==> src/logic/pdt_consts.vh <==
// constants for the pairable dual 16-bit timer
// Notes on behaviour
// - pair bit joins timers into 32 bits
// - first count low word, second high
// - paired: second control word ignored except its stop bit
// - paired match flags second timer interrupt
// - paired period: second high, first low
// - first run bit starts or stops counting
// - stop-in-idle halts timer during idle
// - paired idle governed by second stop bit
// - gate honoured only with internal clock
// - prescale 1, 8, 64 or 256
// - first source bit picks external rising edges
// - second source bit picks its pin
// - independent timers, synchronous modes only
// - adc trigger only from paired match
// - both counts offered as time bases
// - unimplemented bits read zero, reset zero
`ifndef PDT_CONSTS_VH
`define PDT_CONSTS_VH
`define PDT_OFS_CTRL1   12'h000
`define PDT_OFS_CTRL2   12'h004
`define PDT_OFS_CNT1    12'h008
`define PDT_OFS_CNT2    12'h00C
`define PDT_OFS_PER1    12'h010
`define PDT_OFS_PER2    12'h014
`define PDT_OFS_STAT    12'h018
`define PDT_OFS_MASK    12'h01C
`define PDT_OFS_IDLE    12'h020
`define PDT_BIT_RUN     15
`define PDT_BIT_SIDL    13
`define PDT_BIT_GATE    6
`define PDT_BIT_PS_HI   5
`define PDT_BIT_PS_LO   4
`define PDT_BIT_PAIR    3
`define PDT_BIT_CS      1
`define PDT_CTRL1_MASK  16'hA07A
`define PDT_CTRL2_MASK  16'hA072
`define PDT_CTRL_RESET  16'h0000
`define PDT_PER_RESET   16'hFFFF
`define PDT_DIV_1       8'h00
`define PDT_DIV_8       8'h07
`define PDT_DIV_64      8'h3F
`define PDT_DIV_256     8'hFF
`endif

==> src/logic/pdt_timer.v <==
// two 16-bit timers, pairable into one 32-bit timer, with an APB register file
`timescale 1ns/1ps
`default_nettype none
`include "pdt_consts.vh"
module pdt_timer
(
  input  wire        pclk,
  input  wire        presetn,
  input  wire        psel,
  input  wire        penable,
  input  wire        pwrite,
  input  wire [11:0] paddr,
  input  wire [31:0] pwdata,
  output reg  [31:0] prdata,
  output wire        pready,
  output wire        pslverr,
  input  wire        first_ext_clock_pin,
  input  wire        second_ext_clock_pin,
  input  wire        first_gate_pin,
  input  wire        second_gate_pin,
  input  wire        cpu_idle,
  output wire        irq,
  output reg         adc_trigger,
  output reg  [15:0] first_time_base,
  output reg  [15:0] second_time_base
);
  // --------------------------------------------------------------------------
  // registers
  // --------------------------------------------------------------------------
  reg  [15:0] ctrl1_reg;
  reg  [15:0] ctrl2_reg;
  reg  [15:0] first_count_reg;
  reg  [15:0] second_count_reg;
  reg  [15:0] first_period_reg;
  reg  [15:0] second_period_reg;
  reg  [3:0]  stat_reg;
  reg  [3:0]  mask_reg;
  reg  [15:0] first_count_next;
  reg  [15:0] second_count_next;
  reg  [3:0]  ev;

  wire        ext1_s;
  wire        ext2_s;
  wire        gate1_s;
  wire        gate2_s;
  wire        idle_s;
  wire        tick1;
  wire        tick2;
  wire        gfall1;
  wire        gfall2;

  wire        wr = psel & penable & pwrite;
  wire        pair_mode_select = ctrl1_reg[`PDT_BIT_PAIR];

  // --------------------------------------------------------------------------
  // pin synchronisers
  // --------------------------------------------------------------------------
  pdt_sync u_sync_e1 (.pclk(pclk), .presetn(presetn), .d(first_ext_clock_pin), .q(ext1_s));
  pdt_sync u_sync_e2 (.pclk(pclk), .presetn(presetn), .d(second_ext_clock_pin), .q(ext2_s));
  pdt_sync u_sync_g1 (.pclk(pclk), .presetn(presetn), .d(first_gate_pin), .q(gate1_s));
  pdt_sync u_sync_g2 (.pclk(pclk), .presetn(presetn), .d(second_gate_pin), .q(gate2_s));
  pdt_sync u_sync_id (.pclk(pclk), .presetn(presetn), .d(cpu_idle), .q(idle_s));

  // --------------------------------------------------------------------------
  // run enables
  // --------------------------------------------------------------------------
  // paired idle follows the second stop bit, the only live second-word bit
  wire stop1 = idle_s & (pair_mode_select ? ctrl2_reg[`PDT_BIT_SIDL]
                                          : ctrl1_reg[`PDT_BIT_SIDL]);
  wire stop2 = idle_s & ctrl2_reg[`PDT_BIT_SIDL];
  wire run1  = ctrl1_reg[`PDT_BIT_RUN] & ~stop1;
  wire run2  = ~pair_mode_select & ctrl2_reg[`PDT_BIT_RUN] & ~stop2;

  // both timers are synchronous counters; no asynchronous mode exists
  pdt_tick u_tick1
  (
    .pclk      (pclk),
    .presetn   (presetn),
    .enable    (run1),
    .clk_src   (ctrl1_reg[`PDT_BIT_CS]),
    .gate_en   (ctrl1_reg[`PDT_BIT_GATE]),
    .prescale  (ctrl1_reg[`PDT_BIT_PS_HI:`PDT_BIT_PS_LO]),
    .ext_clk   (ext1_s),
    .gate_in   (gate1_s),
    .tick      (tick1),
    .gate_fall (gfall1)
  );

  pdt_tick u_tick2
  (
    .pclk      (pclk),
    .presetn   (presetn),
    .enable    (run2),
    .clk_src   (ctrl2_reg[`PDT_BIT_CS]),
    .gate_en   (ctrl2_reg[`PDT_BIT_GATE]),
    .prescale  (ctrl2_reg[`PDT_BIT_PS_HI:`PDT_BIT_PS_LO]),
    .ext_clk   (ext2_s),
    .gate_in   (gate2_s),
    .tick      (tick2),
    .gate_fall (gfall2)
  );

  // --------------------------------------------------------------------------
  // counters
  // --------------------------------------------------------------------------
  wire [31:0] count32  = {second_count_reg, first_count_reg};
  wire [31:0] period32 = {second_period_reg, first_period_reg};
  wire        match32  = pair_mode_select & tick1 & (count32 == period32);
  wire        match1   = ~pair_mode_select & tick1 & (first_count_reg == first_period_reg);
  wire        match2   = tick2 & (second_count_reg == second_period_reg);
  wire [31:0] inc32    = count32 + 32'h0000_0001;

  always @*
  begin
    first_count_next  = first_count_reg;
    second_count_next = second_count_reg;
    if (pair_mode_select)
    begin
      if (tick1)
      begin
        // wrap to zero on the tick after reaching the period
        first_count_next  = match32 ? 16'h0000 : inc32[15:0];
        second_count_next = match32 ? 16'h0000 : inc32[31:16];
      end
    end
    else
    begin
      if (tick1)
        first_count_next = match1 ? 16'h0000 : first_count_reg + 16'h0001;
      if (tick2)
        second_count_next = match2 ? 16'h0000 : second_count_reg + 16'h0001;
    end
    // a software write to a count wins over a tick
    if (wr && paddr == `PDT_OFS_CNT1)
      first_count_next = pwdata[15:0];
    if (wr && paddr == `PDT_OFS_CNT2)
      second_count_next = pwdata[15:0];
  end

  // --------------------------------------------------------------------------
  // events: bit0 first match, bit1 second match, bit2/3 gate falling edges
  // --------------------------------------------------------------------------
  always @*
  begin
    ev    = 4'h0;
    ev[0] = match1;
    ev[1] = match2 | match32;
    ev[2] = gfall1;
    ev[3] = gfall2 & ~pair_mode_select;
  end

  assign irq     = |(stat_reg & mask_reg);
  assign pready  = 1'b1;
  assign pslverr = 1'b0;

  always @(posedge pclk or negedge presetn)
  begin
    if (!presetn)
    begin
      ctrl1_reg         <= `PDT_CTRL_RESET;
      ctrl2_reg         <= `PDT_CTRL_RESET;
      first_count_reg   <= 16'h0000;
      second_count_reg  <= 16'h0000;
      first_period_reg  <= `PDT_PER_RESET;
      second_period_reg <= `PDT_PER_RESET;
      stat_reg          <= 4'h0;
      mask_reg          <= 4'h0;
      adc_trigger       <= 1'b0;
      first_time_base   <= 16'h0000;
      second_time_base  <= 16'h0000;
    end
    else
    begin
      first_count_reg  <= first_count_next;
      second_count_reg <= second_count_next;
      adc_trigger      <= match32;
      first_time_base  <= first_count_next;
      second_time_base <= second_count_next;
      // set wins over a write-one clear in the same cycle
      if (wr && paddr == `PDT_OFS_STAT)
        stat_reg <= (stat_reg & ~pwdata[3:0]) | ev;
      else
        stat_reg <= stat_reg | ev;
      if (wr)
      begin
        case (paddr)
          `PDT_OFS_CTRL1: ctrl1_reg         <= pwdata[15:0] & `PDT_CTRL1_MASK;
          `PDT_OFS_CTRL2: ctrl2_reg         <= pwdata[15:0] & `PDT_CTRL2_MASK;
          `PDT_OFS_PER1:  first_period_reg  <= pwdata[15:0];
          `PDT_OFS_PER2:  second_period_reg <= pwdata[15:0];
          `PDT_OFS_MASK:  mask_reg          <= pwdata[3:0];
          default:        ;
        endcase
      end
    end
  end

  // --------------------------------------------------------------------------
  // read mux
  // --------------------------------------------------------------------------
  always @*
  begin
    case (paddr)
      `PDT_OFS_CTRL1: prdata = {16'h0000, ctrl1_reg};
      `PDT_OFS_CTRL2: prdata = {16'h0000, ctrl2_reg};
      `PDT_OFS_CNT1:  prdata = {16'h0000, first_count_reg};
      `PDT_OFS_CNT2:  prdata = {16'h0000, second_count_reg};
      `PDT_OFS_PER1:  prdata = {16'h0000, first_period_reg};
      `PDT_OFS_PER2:  prdata = {16'h0000, second_period_reg};
      `PDT_OFS_STAT:  prdata = {28'h0000000, stat_reg};
      `PDT_OFS_MASK:  prdata = {28'h0000000, mask_reg};
      `PDT_OFS_IDLE:  prdata = {31'h00000000, idle_s};
      default:        prdata = 32'h0000_0000;
    endcase
  end
endmodule // pdt_timer
`default_nettype wire

==> src/logic/pdt_sync.v <==
// two-flop synchroniser for a pin input
`timescale 1ns/1ps
`default_nettype none
module pdt_sync
(
  input  wire pclk,
  input  wire presetn,
  input  wire d,
  output wire q
);
  reg s1_reg;
  reg s2_reg;
  always @(posedge pclk or negedge presetn)
  begin
    if (!presetn)
    begin
      s1_reg <= 1'b0;
      s2_reg <= 1'b0;
    end
    else
    begin
      s1_reg <= d;
      s2_reg <= s1_reg;
    end
  end
  assign q = s2_reg;
endmodule // pdt_sync
`default_nettype wire

==> src/logic/pdt_tick.v <==
// clock selection, gating and prescaler for one timer
`timescale 1ns/1ps
`default_nettype none
`include "pdt_consts.vh"
module pdt_tick
(
  input  wire       pclk,
  input  wire       presetn,
  input  wire       enable,
  input  wire       clk_src,
  input  wire       gate_en,
  input  wire [1:0] prescale,
  input  wire       ext_clk,
  input  wire       gate_in,
  output wire       tick,
  output wire       gate_fall
);
  reg       ext_d_reg;
  reg       gate_d_reg;
  reg [7:0] pre_reg;
  reg [7:0] lim;
  wire      ext_rise;
  wire      src_pulse;
  always @*
  begin
    case (prescale)
      2'b00:   lim = `PDT_DIV_1;
      2'b01:   lim = `PDT_DIV_8;
      2'b10:   lim = `PDT_DIV_64;
      default: lim = `PDT_DIV_256;
    endcase
  end
  assign ext_rise  = ext_clk & ~ext_d_reg;
  assign gate_fall = enable & ~clk_src & gate_en & gate_d_reg & ~gate_in;
  // gate only with internal clock; external counts rising edges
  assign src_pulse = enable & (clk_src ? ext_rise : (~gate_en | gate_in));
  assign tick      = src_pulse & (pre_reg == lim);
  always @(posedge pclk or negedge presetn)
  begin
    if (!presetn)
    begin
      ext_d_reg  <= 1'b0;
      gate_d_reg <= 1'b0;
      pre_reg    <= 8'h00;
    end
    else
    begin
      ext_d_reg  <= ext_clk;
      gate_d_reg <= gate_in;
      if (!enable)
        pre_reg <= 8'h00;
      else if (src_pulse)
        pre_reg <= (pre_reg == lim) ? 8'h00 : pre_reg + 8'h01;
    end
  end
endmodule // pdt_tick
`default_nettype wire

==> config.mk <==
export PLATFORM = sky130hd
export DESIGN_NAME = pdt_timer
export DESIGN_NICKNAME = d
export VERILOG_FILES = /design/src/logic/pdt_timer.v /design/src/logic/pdt_sync.v /design/src/logic/pdt_tick.v
export VERILOG_INCLUDE_DIRS = /design/src /design/src/logic
export SDC_FILE = /design/constraint.sdc
export NUM_CORES = 1
export LEC_CHECK = 0
export ABC_AREA = 1
export BUFFER_PORTS_ARGS = -buffer_cell sky130_fd_sc_hd__buf_2
export CELL_PAD_IN_SITES_DETAIL_PLACEMENT = 1
export CELL_PAD_IN_SITES_GLOBAL_PLACEMENT = 1
export CORE_MARGIN = 5
export CORE_UTILIZATION = 45
export CTS_CLUSTER_DIAMETER = 200
export CTS_CLUSTER_SIZE = 10
export DETAILED_ROUTE_END_ITERATION = 6
export PLACE_DENSITY_LB_ADDON = 0.1
export RECOVER_POWER = 25
export SLEW_MARGIN = 20
export SYNTH_ARGS = -nofsm -noshare
export SYNTH_HDL_FRONTEND = slang
export SYNTH_SLANG_ARGS = --single-unit
==> constraint.sdc <==
create_clock -name pclk -period 3.88 [get_ports pclk]
set_input_delay 0.388 -clock pclk [delete_from_list [all_inputs] [get_ports pclk]]
set_output_delay 0.388 -clock pclk [all_outputs]
set_load 0.05 [all_outputs]
==> results.cfg <==
[clock_tree]
max-clock-path-buffers = 2
cts-root-buf = sky130_fd_sc_hd__clkbuf_16
clk_transition_reported_paths_ns = 0.06
cts-resized-gates = 0
clock_latency_ns = 0.43
tritoncts = built
cts.htree.levels = 4
cts_setup_buffers = 0
cts_buffers = 17
hold_buffers = 0
number_of_clock_sinks = 116

[floorplanning]
dieArea_um2 = 20500
fp.dieW_um = 143
initial_utilization = 0.459
chipHeight_um = 143
num_rows = 48
pin_count = 122
core-area_um2 = 17400

[cells_and_area]
layout.cells.most_common_list = sky130_fd_sc_hd__nand2_1 (295), sky130_fd_sc_hd__inv_1 (133), sky130_fd_sc_hd__nor2_1 (133)
fraction_of_final_layout_cells_with_drive_strength_greater_than_1 = 0.179
finish.net_count = 1247
n_antenna_cell = 0
layout_commonest_cell = sky130_fd_sc_hd__nand2_1
synthToLayoutAreaGrowth_pct = 14.1

[logic_synthesis]
synth.yosys.seq_area_share = 0.369
synth_edf_count = 0
syn_inst = 1116
synth.lib_cells_used.distinct = 50
avgSynthCellArea_um2 = 7.14
ys_warn_count = 0
postSynthRegisterBits = 116
synth_ff_type = sky130_fd_sc_hd__dfrtp_1
post_syn_area_um2 = 7970
post_synth_arst_share = 1.00

[global_routing]
globalRouteOverflowTotal = 0
grt_max_degree = 53
grt_pass1_vias = 8253
antenna_found_initial = 0
grt_pass1_wl_mm = 46.1
grtUsageTotal = 0.293

[routing]
drtPass1Iterations = 5
drt_iter0_markers = 544
via_count = 7899
ant_nets = 0
drc = 0
routed_wl_mm = 29.4
avgRoutedWirePerCell_um = 20.6
vias_per_cell = 5.54

[setup_path]
cpMaxStageDelayCell = sky130_fd_sc_hd__nor2_1
cp.buffers_inverters = 4
critical_path_depth = 10
setup_crit_end_kind = output port
worstPathRequired_ns = 3.49
timing_worst_setup_path_type = primary input to output port
timing.critical_path.slowest_cell_delay_ns = 0.37
worstRegToRegCells = 10
critical_path.max_fanout = 12
critPathArrivalTime_ns = 2.56
critPathLaunchType = primary input
timing.critical_path.cells = buf_2 > nor2_1 > nand2_1 > nor2_1 > nand3_2 > inv_2 > a211oi_2 > buf_4 > nor2_1 > buf_2
path_common_cell = sky130_fd_sc_hd__nor2_1
r2r_start = second_count_reg[0]
gate_family_responsible_for_the_most_delay_along_the_worst_path = simple AND/OR/NAND/NOR gates
rr_endpoint = first_count_reg[0]
flop2flop_setup_slack_ns = 1.31

[run_status]
run_status = complete, but fails checks
violations = max-capacitance violations, max-slew violations

[timing]
fin_skew_ns = 0.0103
grt_setup_unrepaired = false
timing_worst_slew_pin_value_ns = 2.99
slew-limit-headroom = -0.991
max_freq_mhz = 339
final-setup-viol-count = 0
post-route-min-period_ns = 2.95
finalSetupTns_ns = 0
final_hold_vio_count = 0
slew_viol_final = 52
whs_ns = 0.0634
ratio_of_final_minimum_period_to_clock_period = 0.761

[place]
dpl.hpwl_mm = 21.9
place_congestion = 0.928
buffer_ports.inserted = 87

[run]
drv_cap = 1

[power_and_ir_drop]
comb_power_share = 0.101
power_per_cell_area_nw_per_um2 = 360
intPower_mw = 2.30
power.static_leakage_nw = 4.35
power_share_of_the_clock_group = 0.518
power_mw = 3.27
peak_vdd_ir_mv = 0.312
swShare = 0.296
switching_power_uw = 969
p_seq_frac = 0.381

[worst_hold_path]
hold_path_startpoint = cpu_idle
hold_path_class = primary input to flop
timing.hold.worst_path_depth = 1
worstHoldEndpoint = u_sync_id.s1_reg
-- cell type report --
cell class              instances  area, um2
clock buffers                  17        425
well taps                     225        282
flip-flops and latches        116       2940
repair buffers                 97        522
multi-input cells             809       4170
fillers                      2310       8270
inverters                     148        558
clock inverters                15        186
-- power by group through the flow --
stage | registers, mW | logic, mW | clock network [mW]
2_1_floorplan | 1.28 | 0.222 | 0
3_3_place_gp | 1.27 | 0.323 | 0
3_5_place_dp | 1.27 | 0.328 | 0
4_1_cts | 1.25 | 0.331 | 1.71
5_1_grt | 1.25 | 0.366 | 1.77
6_report | 1.25 | 0.329 | 1.70
-- logic make-up after synthesis --
logic type      Yosys count  synth area share
compound gates          178             0.146
xor+xnor                 60            0.0660
other cells               2          0.000943
simple gates            549             0.296
buf+inv                 207             0.115
flops                   116             0.369
fa+ha+maj                 4           0.00628
-- layer usage --
metal / global-route usage / up-vias / share of wire
li1: - / 3678 / -
met1: 0.390 / 3894 / 0.44
met2: 0.487 / 274 / 0.48
met5: 0 / - / 0
met4: 0.0870 / 0 / 0.024
met3: 0.0569 / 53 / 0.062
-- per-stage QoR --
stage | setup slack, ns | std cells | utilization | instance area (um2)
after detailed placement | 0.963 | 1395 | 0.489 | 8480
after global placement | 0.999 | 1395 | 0.489 | 8480
final | 0.928 | 1427 | 0.524 | 9090
after floorplan | 1.38 | 1132 | - | 8030
after global routing | 0.584 | 1427 | 0.524 | 9090
after CTS | 0.953 | 1427 | 0.524 | 9090
-- worst max path at each step --
stage,start,slack [ns],to
finish,paddr[11],0.93,prdata[6]
CTS,paddr[11],0.95,prdata[6]
detailed placement,paddr[7],0.96,prdata[6]
floorplan,paddr[11],1.38,prdata[8]
global route,presetn,0.58,second_count_reg[1]
global placement,paddr[11],1.0,prdata[6]
-- cell usage after synthesis (all sizes together) (8+ instances only) --
cell / count / area (um2)
nand4: 10 / 62.6
o21ai: 85 / 429
inv: 146 / 551
a211oi: 8 / 60.1
clkbuf: 16 / 61.3
o21bai: 14 / 218
a21oi: 16 / 83.8
nand2: 301 / 1140
buf: 43 / 294
dfrtp: 84 / 2100
xor2: 34 / 298
dfstp: 32 / 841
xnor2: 26 / 228
nor2: 142 / 576
nand3: 71 / 393
nor3: 16 / 118
o22ai: 44 / 275
Note: power is estimated with default switching activity, not from simulation.
